<file path="config.mk">
export PLATFORM = sky130hd
export DESIGN_NAME = sar_adc_sequencer
export DESIGN_NICKNAME = d
export VERILOG_FILES = /design/src/adc_seq_pkg.sv /design/src/conv_clock_divider.sv /design/src/sar_adc_sequencer.sv /design/src/sar_bit_engine.sv
export SDC_FILE = /design/constraint.sdc
export NUM_CORES = 1
export LEC_CHECK = 0
export BUFFER_PORTS_ARGS = -buffer_cell sky130_fd_sc_hd__buf_2
export CAP_MARGIN = 20
export CELL_PAD_IN_SITES_DETAIL_PLACEMENT = 1
export CELL_PAD_IN_SITES_GLOBAL_PLACEMENT = 2
export CORE_MARGIN = 5
export CORE_UTILIZATION = 30
export CTS_CLUSTER_DIAMETER = 40
export CTS_CLUSTER_SIZE = 25
export DETAILED_ROUTE_END_ITERATION = 10
export PLACE_DENSITY_LB_ADDON = 0.1
export SLEW_MARGIN = 15
export SYNTH_ARGS = -nofsm -noshare
export SYNTH_HDL_FRONTEND = slang
export SYNTH_SLANG_ARGS = --single-unit
</file>
<file path="constraint.sdc">
create_clock -name clock -period 2.2 [get_ports clock]
set_input_delay 0 -clock clock [delete_from_list [all_inputs] [get_ports clock]]
set_output_delay 0 -clock clock [all_outputs]
set_load 0.05 [all_outputs]
</file>
<file path="src/adc_seq_pkg.sv">
// Shared constants, types and decode helpers for the converter sequencer.
// Assumes an 8-bit special function register bus and a single 25 MHz clock.
`default_nettype none

package adc_seq_pkg;

    // Clock rate of the system clock.
    localparam int SYS_CLK_HZ = 25_000_000;
    // Highest converter clock software may select; kept for reference only.
    localparam int CONV_CLK_MAX_HZ = 1_000_000;

    // Register offsets on the special function register bus.
    localparam logic [7:0] OFS_OPTION_CONFIG = 8'h94;
    localparam logic [7:0] OFS_INTERRUPT_FLAG = 8'h95;
    localparam logic [7:0] OFS_RESULT_LOW = 8'haa;
    localparam logic [7:0] OFS_RESULT_HIGH = 8'hab;
    localparam logic [7:0] OFS_CHANNEL_SELECT = 8'hb6;
    localparam logic [7:0] OFS_AUX_CONFIG_THREE = 8'hef;
    localparam logic [7:0] OFS_AUX_CONTROL_ONE = 8'hf8;

    // Field positions.
    localparam int POS_DIV_SELECT_LO = 2;
    localparam int POS_DONE_FLAG = 4;
    localparam int POS_START_BIT = 4;
    localparam int POS_BANDGAP_FORCE = 2;
    localparam int POS_REF_SELECT = 0;
    localparam int POS_RESULT_LOW_LO = 4;

    // Reset values.
    localparam logic [1:0] RST_DIV_SELECT = 2'h0;
    localparam logic [4:0] RST_CHANNEL = 5'h1f;
    localparam logic RST_REF_SELECT = 1'b0;
    localparam logic RST_BANDGAP_FORCE = 1'b0;
    localparam logic [7:0] RST_READ_DATA = 8'h00;
    localparam logic [11:0] RST_RESULT = 12'h000;

    // Channel codes with side effects.
    localparam logic [4:0] CHAN_BANDGAP = 5'h0b;
    localparam logic [4:0] CHAN_QUARTER_SUPPLY = 5'h17;

    // Conversion timing in converter clocks.
    localparam int RESULT_BITS = 12;
    localparam int TOTAL_TICKS = 50;
    localparam int TICKS_PER_BIT = 2;
    localparam int SAMPLE_TICKS = TOTAL_TICKS - TICKS_PER_BIT * RESULT_BITS;

    // Divider terminal counts: divide by 32, 16, 8 and 4.
    localparam logic [4:0] DIV_TERM_32 = 5'h1f;
    localparam logic [4:0] DIV_TERM_16 = 5'h0f;
    localparam logic [4:0] DIV_TERM_8 = 5'h07;
    localparam logic [4:0] DIV_TERM_4 = 5'h03;

    typedef enum logic [1:0] {
        ST_IDLE = 2'b00,
        ST_SAMPLE = 2'b01,
        ST_CONVERT = 2'b10
    } seq_state_t;

    // Everything that steers the analog core.
    typedef struct packed {
        logic sample_hold;
        logic bandgap_enable;
        logic ref_select;
        logic [4:0] channel;
        logic [11:0] trial;
    } analog_ctrl_t;

    function automatic logic [4:0] div_terminal(input logic [1:0] sel);
        case (sel)
            2'b00: div_terminal = DIV_TERM_32;
            2'b01: div_terminal = DIV_TERM_16;
            2'b10: div_terminal = DIV_TERM_8;
            default: div_terminal = DIV_TERM_4;
        endcase
    endfunction

endpackage

`default_nettype wire

</file>
<file path="src/conv_clock_divider.sv">
// Converter clock enable generator, one pulse every 32, 16, 8 or 4 clocks.
// Assumes the select is stable while a conversion runs.
`default_nettype none

module conv_clock_divider
    import adc_seq_pkg::*;
(
    input wire logic clock, // System clock.
    input wire logic rst, // Asynchronous reset, active high.
    input wire logic restart, // Restart the count so ticks align to a start.
    input wire logic [1:0] div_select, // Divider select code.
    output logic tick // One-cycle converter clock enable.
);

    logic [4:0] count_reg;
    logic [4:0] count_next;
    logic tick_next;

    always_comb
    begin
        count_next = count_reg + 5'h01;
        tick_next = 1'b0;
        if (restart)
        begin
            count_next = 5'h00;
        end
        else if (count_reg >= div_terminal(div_select))
        begin
            count_next = 5'h00;
            tick_next = 1'b1;
        end
    end

    always_ff @(posedge clock or posedge rst)
    begin
        if (rst)
        begin
            count_reg <= 5'h00;
            tick <= 1'b0;
        end
        else
        begin
            count_reg <= count_next;
            tick <= tick_next;
        end
    end

endmodule

`default_nettype wire

</file>
<file path="src/sar_adc_sequencer.sv">
// Control logic of the 12-bit successive-approximation converter: its
// special function registers, the sample phase and the result store.
// Assumes a simple SFR bus with one-cycle write and read strobes, and an
// analog core that follows the packed control word combinationally.
`default_nettype none

// Notes on behaviour
// - Converter clock is system clock divided by 32, 16, 8 or 4 per select.
// - Writing one to the start bit begins conversion; hardware clears it at end.
// - End of conversion sets done flag; interrupt requested only when enabled.
// - Done flag clears on a zero write to it or a one to start.
// - Flag register bits clear on zero writes; ones leave them unchanged.
// - A conversion takes 50 converter clocks, sample plus two per bit.
// - The result loads in the same cycle the done flag sets.
// - High byte holds bits 11..4; low holds bits 3..0 in bits 7..4.
// - Five-bit channel select over 24 sources, resets to all ones.
// - Selecting the bandgap channel enables the bandgap generator.
// - Bandgap force bit keeps the generator enabled regardless of channel.
// - Reference select bit resets to zero, picks supply or fixed 2.5V.
// - Start bit is bit 4 of aux control; zero write clears it.
// - Reference select zero means supply, one means the 2.5V reference.
module sar_adc_sequencer
    import adc_seq_pkg::*;
(
    input wire logic clock, // System clock, 25 MHz.
    input wire logic rst, // Asynchronous reset, active high.
    input wire logic [7:0] sfr_addr, // Register address.
    input wire logic [7:0] sfr_wdata, // Write data.
    input wire logic sfr_wr, // Write strobe, one cycle.
    input wire logic sfr_rd, // Read strobe, one cycle.
    output logic [7:0] sfr_rdata, // Read data, valid the cycle after the strobe.
    input wire logic conv_irq_enable, // Converter interrupt enable.
    input wire logic comp_in, // Comparator decision from the analog core.
    output analog_ctrl_t analog, // Control word to the analog core.
    output logic conv_irq_request, // Interrupt request level.
    output logic conv_busy // High while a conversion runs.
);

    // Register state.
    logic [1:0] div_select_reg;
    logic [1:0] div_select_next;
    logic done_flag_reg;
    logic done_flag_next;
    logic start_bit_reg;
    logic start_bit_next;
    logic [4:0] channel_reg;
    logic [4:0] channel_next;
    logic bandgap_force_reg;
    logic bandgap_force_next;
    logic ref_select_reg;
    logic ref_select_next;
    logic [11:0] result_reg;
    logic [11:0] result_next;

    // Sequencer state.
    seq_state_t state_reg;
    seq_state_t state_next;
    logic [5:0] sample_count_reg;
    logic [5:0] sample_count_next;
    logic sample_hold_reg;
    logic sample_hold_next;
    logic bandgap_enable_reg;
    logic bandgap_enable_next;

    // Read data.
    logic [7:0] rdata_next;

    // Decoded strobes and handshakes between the groups.
    logic wr_option;
    logic wr_flag;
    logic wr_channel;
    logic wr_aux_three;
    logic wr_aux_one;
    logic start_request;
    logic abort_request;
    logic conv_tick;
    logic sar_begin;
    logic sar_finished;
    logic [11:0] sar_trial;

    assign wr_option = sfr_wr && (sfr_addr == OFS_OPTION_CONFIG);
    assign wr_flag = sfr_wr && (sfr_addr == OFS_INTERRUPT_FLAG);
    assign wr_channel = sfr_wr && (sfr_addr == OFS_CHANNEL_SELECT);
    assign wr_aux_three = sfr_wr && (sfr_addr == OFS_AUX_CONFIG_THREE);
    assign wr_aux_one = sfr_wr && (sfr_addr == OFS_AUX_CONTROL_ONE);

    // A start while converting is ignored, so a stray write cannot corrupt
    // the bit decisions already under way.
    assign start_request = wr_aux_one && sfr_wdata[POS_START_BIT]
        && (state_reg == ST_IDLE);
    // Clearing the start bit by hand abandons the conversion; the previous
    // result stays in place.
    assign abort_request = wr_aux_one && !sfr_wdata[POS_START_BIT]
        && (state_reg != ST_IDLE) && !sar_finished;

    conv_clock_divider u_divider (
        .clock(clock),
        .rst(rst),
        .restart(start_request),
        .div_select(div_select_reg),
        .tick(conv_tick)
    );

    sar_bit_engine #(
        .WIDTH(RESULT_BITS)
    ) u_sar (
        .clock(clock),
        .rst(rst),
        .tick(conv_tick),
        .begin_conv(sar_begin),
        .abort(abort_request),
        .comp_in(comp_in),
        .trial(sar_trial),
        .finished(sar_finished)
    );

    // Register file.
    always_comb
    begin
        div_select_next = div_select_reg;
        done_flag_next = done_flag_reg;
        start_bit_next = start_bit_reg;
        channel_next = channel_reg;
        bandgap_force_next = bandgap_force_reg;
        ref_select_next = ref_select_reg;
        result_next = result_reg;

        if (wr_option)
        begin
            div_select_next = sfr_wdata[POS_DIV_SELECT_LO +: 2];
        end
        if (wr_channel)
        begin
            channel_next = sfr_wdata[4:0];
        end
        if (wr_aux_three)
        begin
            bandgap_force_next = sfr_wdata[POS_BANDGAP_FORCE];
            ref_select_next = sfr_wdata[POS_REF_SELECT];
        end

        // Flag clears first so that a completion in the same cycle wins.
        if (wr_flag && !sfr_wdata[POS_DONE_FLAG])
        begin
            done_flag_next = 1'b0;
        end
        if (start_request)
        begin
            start_bit_next = 1'b1;
            done_flag_next = 1'b0;
        end
        if (abort_request)
        begin
            start_bit_next = 1'b0;
        end
        if (sar_finished)
        begin
            start_bit_next = 1'b0;
            done_flag_next = 1'b1;
            result_next = sar_trial;
        end
    end

    always_ff @(posedge clock or posedge rst)
    begin
        if (rst)
        begin
            div_select_reg <= RST_DIV_SELECT;
            done_flag_reg <= 1'b0;
            start_bit_reg <= 1'b0;
            channel_reg <= RST_CHANNEL;
            bandgap_force_reg <= RST_BANDGAP_FORCE;
            ref_select_reg <= RST_REF_SELECT;
            result_reg <= RST_RESULT;
        end
        else
        begin
            div_select_reg <= div_select_next;
            done_flag_reg <= done_flag_next;
            start_bit_reg <= start_bit_next;
            channel_reg <= channel_next;
            bandgap_force_reg <= bandgap_force_next;
            ref_select_reg <= ref_select_next;
            result_reg <= result_next;
        end
    end

    // Sequencer: sample for the ticks left over by the bit decisions, then
    // hand over to the bit engine for two ticks per bit.
    always_comb
    begin
        state_next = state_reg;
        sample_count_next = sample_count_reg;
        sample_hold_next = sample_hold_reg;
        sar_begin = 1'b0;
        // The bandgap follows the select and the force bit, so moving off its code turns it off unless forced.
        bandgap_enable_next = bandgap_force_next
            || (channel_next == CHAN_BANDGAP);

        case (state_reg)
            ST_IDLE:
            begin
                sample_hold_next = 1'b0;
                if (start_request)
                begin
                    state_next = ST_SAMPLE;
                    sample_count_next = 6'h00;
                    sample_hold_next = 1'b1;
                end
            end
            ST_SAMPLE:
            begin
                if (abort_request)
                begin
                    state_next = ST_IDLE;
                    sample_hold_next = 1'b0;
                end
                else if (conv_tick)
                begin
                    if (sample_count_reg == 6'(SAMPLE_TICKS - 1))
                    begin
                        state_next = ST_CONVERT;
                        sample_hold_next = 1'b0;
                        sar_begin = 1'b1;
                    end
                    else
                    begin
                        sample_count_next = sample_count_reg + 6'h01;
                    end
                end
            end
            ST_CONVERT:
            begin
                if (sar_finished || abort_request)
                begin
                    state_next = ST_IDLE;
                end
            end
            default:
            begin
                state_next = ST_IDLE;
                sample_hold_next = 1'b0;
            end
        endcase
    end

    always_ff @(posedge clock or posedge rst)
    begin
        if (rst)
        begin
            state_reg <= ST_IDLE;
            sample_count_reg <= 6'h00;
            sample_hold_reg <= 1'b0;
            bandgap_enable_reg <= 1'b0;
        end
        else
        begin
            state_reg <= state_next;
            sample_count_reg <= sample_count_next;
            sample_hold_reg <= sample_hold_next;
            bandgap_enable_reg <= bandgap_enable_next;
        end
    end

    // Read data, registered one cycle after the strobe. Unused bits read zero.
    always_comb
    begin
        rdata_next = sfr_rdata;
        if (sfr_rd)
        begin
            rdata_next = RST_READ_DATA;
            case (sfr_addr)
                OFS_OPTION_CONFIG:
                    rdata_next[POS_DIV_SELECT_LO +: 2] = div_select_reg;
                OFS_INTERRUPT_FLAG:
                    rdata_next[POS_DONE_FLAG] = done_flag_reg;
                OFS_RESULT_LOW:
                    rdata_next[POS_RESULT_LOW_LO +: 4] = result_reg[3:0];
                OFS_RESULT_HIGH:
                    rdata_next = result_reg[11:4];
                OFS_CHANNEL_SELECT:
                    rdata_next[4:0] = channel_reg;
                OFS_AUX_CONFIG_THREE:
                begin
                    rdata_next[POS_BANDGAP_FORCE] = bandgap_force_reg;
                    rdata_next[POS_REF_SELECT] = ref_select_reg;
                end
                OFS_AUX_CONTROL_ONE:
                    rdata_next[POS_START_BIT] = start_bit_reg;
                default:
                    rdata_next = RST_READ_DATA;
            endcase
        end
    end

    always_ff @(posedge clock or posedge rst)
    begin
        if (rst)
        begin
            sfr_rdata <= RST_READ_DATA;
        end
        else
        begin
            sfr_rdata <= rdata_next;
        end
    end

    assign analog.sample_hold = sample_hold_reg;
    assign analog.bandgap_enable = bandgap_enable_reg;
    assign analog.ref_select = ref_select_reg;
    assign analog.channel = channel_reg;
    assign analog.trial = sar_trial;
    assign conv_irq_request = done_flag_reg && conv_irq_enable;
    assign conv_busy = start_bit_reg;

endmodule

`default_nettype wire

</file>
<file path="src/sar_bit_engine.sv">
// Successive-approximation bit engine: two converter clocks per bit, MSB first.
// Assumes the comparator answer is valid at the second tick of each bit.
`default_nettype none

module sar_bit_engine
    import adc_seq_pkg::*;
#(
    parameter int WIDTH = RESULT_BITS
)
(
    input wire logic clock, // System clock.
    input wire logic rst, // Asynchronous reset, active high.
    input wire logic tick, // Converter clock enable.
    input wire logic begin_conv, // Load the first trial word.
    input wire logic abort, // Drop the conversion in progress.
    input wire logic comp_in, // High when the input is at or above the trial.
    output logic [WIDTH-1:0] trial, // Trial word to the comparator core.
    output logic finished // One-cycle pulse after the last bit decision.
);

    logic [WIDTH-1:0] trial_next;
    logic [$clog2(WIDTH)-1:0] index_reg;
    logic [$clog2(WIDTH)-1:0] index_next;
    logic phase_reg;
    logic phase_next;
    logic active_reg;
    logic active_next;
    logic finished_next;

    always_comb
    begin
        trial_next = trial;
        index_next = index_reg;
        phase_next = phase_reg;
        active_next = active_reg;
        finished_next = 1'b0;
        if (abort)
        begin
            active_next = 1'b0;
        end
        else if (begin_conv)
        begin
            trial_next = '0;
            trial_next[WIDTH-1] = 1'b1;
            index_next = ($clog2(WIDTH))'(WIDTH - 1);
            phase_next = 1'b0;
            active_next = 1'b1;
        end
        else if (active_reg && tick)
        begin
            if (!phase_reg)
            begin
                phase_next = 1'b1;
            end
            else
            begin
                trial_next[index_reg] = comp_in;
                phase_next = 1'b0;
                if (index_reg == '0)
                begin
                    active_next = 1'b0;
                    finished_next = 1'b1;
                end
                else
                begin
                    trial_next[index_reg - 1'b1] = 1'b1;
                    index_next = index_reg - 1'b1;
                end
            end
        end
    end

    always_ff @(posedge clock or posedge rst)
    begin
        if (rst)
        begin
            trial <= '0;
            index_reg <= '0;
            phase_reg <= 1'b0;
            active_reg <= 1'b0;
            finished <= 1'b0;
        end
        else
        begin
            trial <= trial_next;
            index_reg <= index_next;
            phase_reg <= phase_next;
            active_reg <= active_next;
            finished <= finished_next;
        end
    end

endmodule

`default_nettype wire
</file>
==> results of run 1 <==
[where the power goes]
part           switching, mW  internal [mW]
Sequential            0.0627           1.29
Combinational          0.229          0.150
Clock                  0.554           1.26
Total                  0.845           2.70
[cells in the mapped netlist, drive strengths merged (5+ instances only)]
cell type,count,share of area [%]
dfrtp,61,42
a21oi,30,4.1
nor2,30,3.1
nand2,25,2.6
mux2,21,6.5
o21ai,18,2.5
nand3,17,2.3
clkbuf,16,1.6
buf,10,2.2
ha,10,3.4
inv,9,0.92
a211oi,8,1.8
or3,8,1.5
nor2b,7,1.2
nor3,7,0.96
a22oi,6,1.2
a311oi,5,1.4
dfstp,5,3.6
o211ai,5,1.0
[per-layer routing]
metal  track usage, %  up-vias  wire length [um]
li1                 -     1494                 -
met1             19.8     1544              4920
met2             26.3       27              5340
met3             3.55        7               269
met4             3.47        0                75
met5                0        -                 0
[cell families (layout without fill, tap and decap cells)]
family / count (synthesis) / in the layout / synth area share (%)
simple gates: 128 / 128 / 19.1
compound gates: 107 / 107 / 20.0
flops: 66 / 66 / 45.3
buf+inv: 35 / 100 / 4.75
mux: 22 / 22 / 6.73
fa+ha+maj: 10 / 10 / 3.42
xor+xnor: 3 / 3 / 0.718
[cell type report]
| type | count | area share [%] |
|---|---|---|
| clock buffers | 10 | 5.25 |
| clock inverters | 6 | 3.02 |
| inverters | 9 | 0.742 |
| multi-input cells | 270 | 40.3 |
| flip-flops and latches | 66 | 36.4 |
| well taps | 147 | 4.04 |
| repair buffers | 75 | 10.3 |
[metrics by stage]
stage	hold WS, ns	utilization [%]	total power, mW	setup slack (ns)
final	0.0363	37.9	3.54	0.241
after floorplan	0.150	-	1.63	0.130
after detailed placement	0.115	34.3	1.76	0.168
after global placement	0.113	34.3	1.75	0.194
after CTS	0.0320	37.9	3.61	0.146
after global routing	0.0458	37.9	3.72	0.0753
[path summary, 6_finish.rpt]
kind / from / endpoint / slack, ns
worst max-delay path: state_reg[0] / u_sar.trial[7] / 0.24
worst min-delay path: sfr_wdata[4] / state_reg[1] / 0.04
worst max register to register: state_reg[0] / u_sar.trial[7] / 0.24
worst min register to register: sample_hold_reg / sample_hold_reg / 0.47
max in group asynchronous: rst / channel_reg[1] / 1.57
min in group asynchronous: rst / sample_count_reg[2] / 0.29
[tightest hold or removal path: cells and delay by family]
kind	cells	cell delay (ns)
AO/OA/AOI/OAI	1	0.06
buffers and inverters	1	0.15
AND/OR/NAND/NOR	1	0.11
[what timing repair did]
action | in CTS | in global routing
setup endpoints to repair | 0 | 3
setup buffers | 0 | 0
gates resized for setup | 0 | 1
hold endpoints to repair | 69 | 0
hold buffers | 5 | 0
==> results by group, run 1 <==
STA
  • Final count of negative-setup-slack endpoints: 0
  • Minimum clock period after layout: roughly 2.0 ns
  • Setup TNS: 0 ns
  • Final hold vios: 0
  • Slew margin rel.: 59.9%
  • Worst-Margin Slew: ~0.60 ns
  • FMAX: 510 MHz
  • Slew Viols, Final: 0
  • Worst Skew: 0.00541 ns
  • Final worst-path cycle share: about nine tenths
  • RSZ-0062 raised after global routing: false

Clock network
  • Worst skew pair latency: between 0.3 and 0.4 ns
  • Total CTS buffers: 9
  • CTS tree: yes
  • Clock Tree Buf Depth: 2
  • Clock transition at path regs: roughly 0.050 ns
  • CTS root buf: clkbuf_16
  • H-tree lvl count: 3
  • Clock sink count: 66

Critical path
  • Slowest cell on the critical path: o21a_1
  • Worst path cell trace: nor2_1 -> or3_1 -> o21a_1 -> buf_4 -> a21oi_1 -> a311oi_1
  • CP max FO: 13
  • WP buf/inv: 1
  • CP required: around 2.4 ns
  • CP peak stage delay: ~0.53 ns
  • Top cell family by delay on the critical path: compound AO/OA/AOI/OAI gates
  • Reg2Reg Depth: 6
  • Startpoint Class: flip-flop
  • Worst setup EP type: flip-flop
  • Cell count along the critical path: 6
  • Setup CP Type: reg2reg
  • CP Data Arrival Time: ~2.2 ns

Synth
  • Yosys Warn Count: 0
  • Cells after Synth: ~370
  • Syn nets: between 400 and 500
  • Count of different cell masters after synthesis: 65
  • Sequential fraction of the synthesis area: a little under half
  • Synthesized area per cell: 9.87 um2
  • Number of synthesized flops with an enable pin: 0
  • Asr flop ratio synth: 100%
  • Top_reg_cell synth: dfrtp_1
  • Synth Register Bits: 66
  • Post-Syn Area: about 3700 um2

Drt
  • Detailed-route DRC error count: 0
  • Avg WL per Cell: ~18 um
  • Vias: ~3k
  • Initial DRC Count: about 110
  • Drt pass-1 iters: 4
  • Post-DRT Antenna Nets: 0
  • WL final: 10600 um
  • Vias per inst: 5.27

Floorplanning
  • Top Ports: 52
  • Die area: around 15000 um2
  • Die span in y: ~120 um
  • Std-Cell Rows: 40
  • Core region area: roughly 12000 um2
  • Die W: roughly 120 um
  • Initial Utilization: 30.5%

Job
  • Max cap viols: 0

Cells and area
  • Ratio of cells with drive above 1 in the final layout: 29.8%
  • Seq. cell area: 1660 um2
  • Layout net count: ~460
  • Ant diodes: 0
  • Cell area after layout: about 4600 um2
  • Final std cells w/o fill: 583
  • Area occupied by multi-input gates: about 1800 um2
  • Syn-to-layout area delta: 24.3%
  • Commonest non-fill, non-tap cell in the layout: dfrtp_1
  • Fillcell total: about 1.4k
  • Most frequent cells in the layout: dfrtp_1, buf_2, nor2_1, a21oi_1, nand2_1

Global route
  • First-pass GRT wire length: about 18000 um
  • Vias in the first global route: 3297
  • Grt ovf: 0
  • GRT Util Overall: between 10% and 20%
  • Initial antenna violation count: 0
  • Largest net degree at the start of global routing: 67

Hold path
  • Worst hold path depth: 3
  • Worst min-delay path category: in2reg

Placement
  • Gpl congestion: between 0.8 and 0.9
  • PortBufs: 48
  • Placed insts: roughly 560
  • Cell Area, Placed: approximately 4100 um2
  • Detailed placer's ending HPWL: a little under 8000 um

Outcome
  • Outcome: complete, no violations

Pwr
  • Power Density: about 780 nW/um2
  • Lkg Pwr: ~2.0 nW
  • Worst VDD drop: 0.433 mV
(Power assumes the default switching activity.)
==> run 2: changes to the inputs <==
SYNTH_HIERARCHICAL = 1   (was default)
==> results by group, run 2 <==
Clock network
  • Clock sink count: 66 (unchanged)
  • Worst skew pair latency: 0.33 ns (about the same)
  • H-tree lvl count: 3 (unchanged)
  • Total CTS buffers: 9 (unchanged)
  • CTS tree: yes
  • CTS root buf: clkbuf_16
  • Clock transition at path regs: 0.06 ns (about the same)
  • Clock Tree Buf Depth: 2 (unchanged)

Global route
  • GRT Util Overall: 15.9% (+0.56 points)
  • Grt ovf: 0 (unchanged)
  • Largest net degree at the start of global routing: 42 (-37%)
  • Initial antenna violation count: 0 (unchanged)
  • Vias in the first global route: 3455 (+4.8%)
  • First-pass GRT wire length: 18600 um (+5.0%)

Floorplanning
  • Die area: 14900 um2 (+2.7%)
  • Initial Utilization: 30.2% (-0.26 points)
  • Die span in y: 122 um (+1.3%)
  • Std-Cell Rows: 41 (+2.5%)
  • Die W: 122 um (+1.3%)
  • Core region area: 12500 um2 (+3.8%)
  • Top Ports: 52 (unchanged)

Drt
  • Drt pass-1 iters: 5 (+1)
  • Vias per inst: 5.22 (-0.88%)
  • Post-DRT Antenna Nets: 0 (unchanged)
  • Avg WL per Cell: 17.8 um (-2.2%)
  • Detailed-route DRC error count: 0 (unchanged)
  • Vias: 3306 (+7.6%)
  • WL final: 11300 um (+6.2%)
  • Initial DRC Count: 253 (+120%)

Placement
  • Gpl congestion: 0.762 (-6.2%)
  • Cell Area, Placed: 4380 um2 (+6.1%)
  • PortBufs: 48 (unchanged)
  • Detailed placer's ending HPWL: 8430 um (+8.7%)

Pwr
  • Power Density: 859 nW/um2 (+10%)
  • Lkg Pwr: 2.10 nW (+2.8%)
  • Worst VDD drop: 0.326 mV (-25%)

STA
  • Worst-Margin Slew: 0.809 ns (+0.207 ns)
  • Final count of negative-setup-slack endpoints: 0 (unchanged)
  • FMAX: 480 MHz (-5.9%)
  • Hold Worst Slack: 0.0605 ns (+0.0242 ns)
  • Setup TNS: 0 ns (unchanged)
  • Final hold vios: 0 (unchanged)
  • Slew margin rel.: 46.0% (-14 points)
  • Minimum clock period after layout: 2.08 ns (+0.124 ns)
  • Slew Viols, Final: 0 (unchanged)
  • Final worst-path cycle share: 94.7% (+5.6 points)
  • Worst Skew: 0.00791 ns (+0.00250 ns)

Synth
  • Top_reg_cell synth: dfrtp_1
  • Synthesized area per cell: 10.0 um2 (+1.8%)
  • Yosys Warn Count: 6 (+6)
  • Largest cells by area after synthesis: dfrtp_1, mux2_2, ha_1, dfstp_2, nand2_1
  • Cell taking the most area after synthesis: dfrtp_1
  • Leading cell types by count after synthesis: dfrtp_1, nand2_1, nor2_1
  • Synth top area share: 40.5% (-1.2 points)
  • Synth Register Bits: 66 (unchanged)
  • Syn nets: 409 (+1.5%)
  • Post-Syn Area: 3770 um2 (+2.9%)
  • Sequential fraction of the synthesis area: 44.0% (-1.3 points)
  • Count of different cell masters after synthesis: 73 (+12%)
  • Cells after Synth: 375 (+1.1%)
  • Asr flop ratio synth: 100% (unchanged)
  • Number of synthesized flops with an enable pin: 0 (unchanged)
  • Most frequent cell after synthesis: dfrtp_1

Critical path
  • CP Data Arrival Time: 2.33 ns (+0.15 ns)
  • Worst setup EP type: flip-flop
  • Setup CP Type: reg2reg
  • Startpoint Class: flip-flop
  • CP required: 2.45 ns (+0.02 ns)
  • CP max FO: 18 (+5)

Job
  • Max cap viols: 0 (unchanged)

Cells and area
  • Ant diodes: 0 (unchanged)
  • Fillcell total: 1429 (+4.1%)
  • Most frequent cells in the layout: dfrtp_1, buf_2, buf_4
  • Commonest non-fill, non-tap cell in the layout: dfrtp_1
  • Final core utilization: 38.5% (+0.62 points)
  • Cell area after layout: 4800 um2 (+5.5%)
  • Layout net count: 490 (+5.8%)
  • Ratio of cells with drive above 1 in the final layout: 35.1% (+5.3 points)
  • Syn-to-layout area delta: 27.4%

Hold path
  • Worst min-delay path category: in2reg

Outcome
  • Outcome: complete, no violations
==> run 2: cell count changes after synthesis, moves of 4 or more <==
| cell | previous run | this run |
|---|---|---|
| a211oi_1 | 7 | 3 |
| a21oi_1 | 30 | 20 |
| a22oi_1 | 6 | 13 |
| a31oi_1 | 3 | 10 |
| clkbuf_1 | 16 | 6 |
| inv_1 | 9 | 16 |
| or3_1 | 7 | 0 |
==> run 2: worst paths after layout <==
path                       slack [ns]                endpoint                   start  cells after the start
max                              0.12          u_sar/trial[4]          u_sar/finished                      7
min                              0.06            sfr_rdata[7]                  sfr_rd                      2
max reg2reg                      0.12          u_sar/trial[4]          u_sar/finished                      7
min reg2reg                      0.50  u_divider/count_reg[0]  u_divider/count_reg[0]                      1
max in group asynchronous        1.28          u_sar/trial[0]                     rst                      3
min in group asynchronous        0.18  u_divider/count_reg[3]                     rst                      3
==> run 2: report_power, final <==
part | switching [mW] | total, mW | internal [mW]
logic | 0.646 | 0.990 | 0.344
clock network | 0.562 | 1.47 | 0.907
registers | 0.225 | 1.66 | 1.44
total | 1.43 | 4.12 | 2.69
==> run 2: final cells by class <==
class,count,area (um2),share of cell area (%)
Inverter,16,60.1,1.25
Clock buffer,10,239,4.98
Timing Repair Buffer,90,568,11.8
Clock inverter,6,66.3,1.38
Tap cell,172,215,4.48
Sequential cell,66,1660,34.5
Multi-Input combinational cell,273,2000,41.6
==> run 2: routing by layer <==
layer  wire length, um  share of wire (%)  vias to the layer above  track usage (%)
met4               218                1.9                        0             6.30
met1              5400                 48                     1656             21.9
met2              5250                 47                       67             24.9
met5                 0                  0                        -                0
met3               396                3.5                       16             2.69
li1                  -                  -                     1567                -
==> run 2: stage by stage <==
stage	setup slack [ns]	power, mW	cells
after floorplan	0.0129	2.33	375
after global placement	-0.0585	2.65	612
after detailed placement	-0.136	2.67	612
after CTS	0.00837	4.18	633
after global routing	-0.0267	4.35	633
final	0.117	4.12	633
==> run 2: logic make-up (layout without fill, tap and decap cells) <==
group                      Yosys count  in the layout  share of synthesized area (%)
AOI/OAI and AO/OA                  103            103                           19.3
adders and majority gates           12             12                           3.98
xor gates and xnor gates             4              4                          0.930
and+or+nand+nor                    131            131                           20.1
buffers and inverters               36            122                           4.91
muxes                               23             23                           6.84
DFF                                 66             66                           44.0
==> run 2: repair_timing <==
action                                  4_1_cts  5_1_grt
endpoints found under the setup margin       15       11
endpoints found under the hold margin        69        0
hold buffers                                  5        0
resized for setup                             5       11
pin swaps                                     1        3
buffers inserted                              0        0
==> run 2: critical path: stages (launching register included) <==
cell	delay (ns)
dfrtp_1	0.41
nor3b_4	0.26
a31oi_4	0.11
and3_4	0.18
nand4bb_1	0.24
nor2_4	0.42
nand2_1	0.16
o221ai_1	0.21
==> run 3: changes to the inputs <==
CORE_MARGIN = default   (was 5)
==> results by group, run 3 (synthesis results as in run 2) <==
Clock network
  • CTS tree: yes
  • CTS root buf: clkbuf_16
  • H-tree lvl count: 3 (unchanged)
  • Clock transition at path regs: 0.06 ns (about the same)
  • Clock sink count: 66 (unchanged)
  • Total CTS buffers: 9 (unchanged)
  • Worst skew pair latency: 0.34 ns (about the same)
  • Clock Tree Buf Depth: 2 (unchanged)

Critical path
  • Startpoint Class: flip-flop
  • Reg2Reg Depth: 8 (+1)
  • WP buf/inv: 1 (+1)
  • Reg-to-Reg End: u_sar/trial[11]
  • Top cell family by delay on the critical path: simple AND/OR/NAND/NOR gates
  • Worst setup EP type: flip-flop
  • Crit. Startpoint: sample_count_reg[0]
  • CP required: 2.41 ns (-0.04 ns)
  • Cell count along the critical path: 8 (+1)
  • CP peak stage delay: 0.39 ns (-0.03 ns)
  • CP max FO: 5 (-13)
  • CP Data Arrival Time: 2.32 ns (about the same)
  • Reg2Reg Setup Slack: 0.09 ns (-0.03 ns)
  • Worst path cell trace: ha_2 -> nor4b_4 -> buf_4 -> and3_4 -> and4bb_2 -> nand3_2 -> a2111oi_2 -> nor3_1
  • Setup CP Type: reg2reg
  • Slowest cell on the critical path: dfrtp_1
  • Worst r2r src: sample_count_reg[0]
  • Setup crit end: u_sar/trial[11]

Global route
  • GRT Util Overall: 19.0% (+3.1 points)
  • Largest net degree at the start of global routing: 42 (unchanged)
  • Initial antenna violation count: 0 (unchanged)
  • Vias in the first global route: 3431 (-0.69%)
  • Grt ovf: 0 (unchanged)
  • First-pass GRT wire length: 18700 um (+0.89%)

Floorplanning
  • Initial Utilization: 31.1% (+0.88 points)
  • Die span in y: 114 um (-6.6%)
  • Die area: 13000 um2 (-13%)
  • Std-Cell Rows: 40 (-2.4%)
  • Top Ports: 52 (unchanged)
  • Die W: 114 um (-6.6%)
  • Core region area: 12100 um2 (-2.8%)

STA
  • Final worst-path cycle share: 96.0% (+1.3 points)
  • Minimum clock period after layout: 2.11 ns (+0.0289 ns)
  • Slew Viols, Final: 0 (unchanged)
  • Final hold vios: 0 (unchanged)
  • Slew margin rel.: 45.3% (-0.70 points)
  • Setup TNS: 0 ns (unchanged)
  • Worst Skew: 0.00670 ns (-0.00122 ns)
  • FMAX: 474 MHz (-1.4%)
  • Final count of negative-setup-slack endpoints: 0 (unchanged)
  • Worst-Margin Slew: 0.820 ns (+0.0105 ns)

Drt
  • Vias: 3268 (-1.1%)
  • Avg WL per Cell: 18.1 um (+1.6%)
  • Drt pass-1 iters: 6 (+1)
  • Post-DRT Antenna Nets: 0 (unchanged)
  • Initial DRC Count: 109 (-57%)
  • WL final: 11500 um (+1.9%)
  • Detailed-route DRC error count: 0 (unchanged)
  • Vias per inst: 5.15 (-1.5%)

Cells and area
  • Ratio of cells with drive above 1 in the final layout: 35.8% (+0.62 points)
  • Layout net count: 496 (+1.2%)
  • Ant diodes: 0 (unchanged)
  • Area occupied by multi-input gates: 1980 um2 (-0.56%)
  • Commonest non-fill, non-tap cell in the layout: dfrtp_1
  • Syn-to-layout area delta: 29.1%
  • Most frequent cells in the layout: dfrtp_1, buf_2, buf_4
  • Fillcell total: 1399 (-2.1%)
  • Seq. cell area: 1660 um2 (unchanged)

Job
  • Max cap viols: 0 (unchanged)

Placement
  • PortBufs: 48 (unchanged)
  • Gpl congestion: 0.796 (+4.4%)
  • Detailed placer's ending HPWL: 8290 um (-1.7%)

Pwr
  • Lkg Pwr: 2.14 nW (+2.1%)
  • Worst VDD drop: 0.323 mV (-0.84%)
  • Total power draw: 4.26 mW (+3.4%)
  • Power Density: 876 nW/um2 (+2.0%)

Hold path
  • Hold wc startpoint: sfr_rd
  • Worst min-delay path category: in2reg

Outcome
  • Outcome: complete, no violations
## run 3: timing repair
item	4_1_cts	5_1_grt
hold buffers	5	0
pin swaps	0	2
endpoints found under the hold margin	69	0
gates resized for setup	4	12
buffers inserted	0	4
gates cloned	0	0
endpoints found under the setup margin	13	16
## run 3: cell type report
class	count	area share (%)
clock inverter	6	1.83
sequential	66	34.1
inverter	16	1.23
clock buffer	10	4.91
tap	168	4.32
timing repair buffer	96	12.9
multi-input combinational	273	40.8
## run 3: worst min path at each step
stage	slack (ns)	endpoint	depth (start not counted)
global route	0.06	sfr_rdata[7]	2
CTS	0.03	sfr_rdata[6]	2
finish	0.04	sfr_rdata[5]	2
global placement	-0.02	u_divider/count_reg[0]	2
floorplan	-0.21	u_divider/count_reg[0]	1
detailed placement	-0.02	u_divider/count_reg[2]	2
## run 3: metrics by stage
stage | util [%] | setup slack, ns | std cells | cell area (um2) | hold slack, ns
6_report | 40.2 | 0.0885 | 635 | 4870 | 0.0351
5_1_grt | 40.2 | -0.000568 | 635 | 4870 | 0.0604
4_1_cts | 39.5 | -0.00962 | 631 | 4780 | 0.0298
3_5_place_dp | 36.2 | -0.222 | 610 | 4390 | -0.0159
3_3_place_gp | 36.2 | -0.0972 | 610 | 4390 | -0.0225
2_1_floorplan | - | 0.0129 | 375 | 3770 | -0.209
## run 3: report_power, final
group          switching [mW]  internal (mW)  total (mW)
clock                   0.579           1.02        1.60
combinational           0.651          0.349        1.00
sequential              0.220           1.44        1.66
total                    1.45           2.81        4.26
## run 3: layer usage
metal / track usage [%] / routed length, um / part of all wire [%] / vias to the layer above
li1: - / - / - / 1578
met4: 8.14 / 225 / 2.0 / 0
met5: 0 / 0 / 0 / -
met3: 2.81 / 229 / 2.0 / 17
met2: 31.4 / 5570 / 48 / 40
met1: 24.8 / 5460 / 48 / 1633
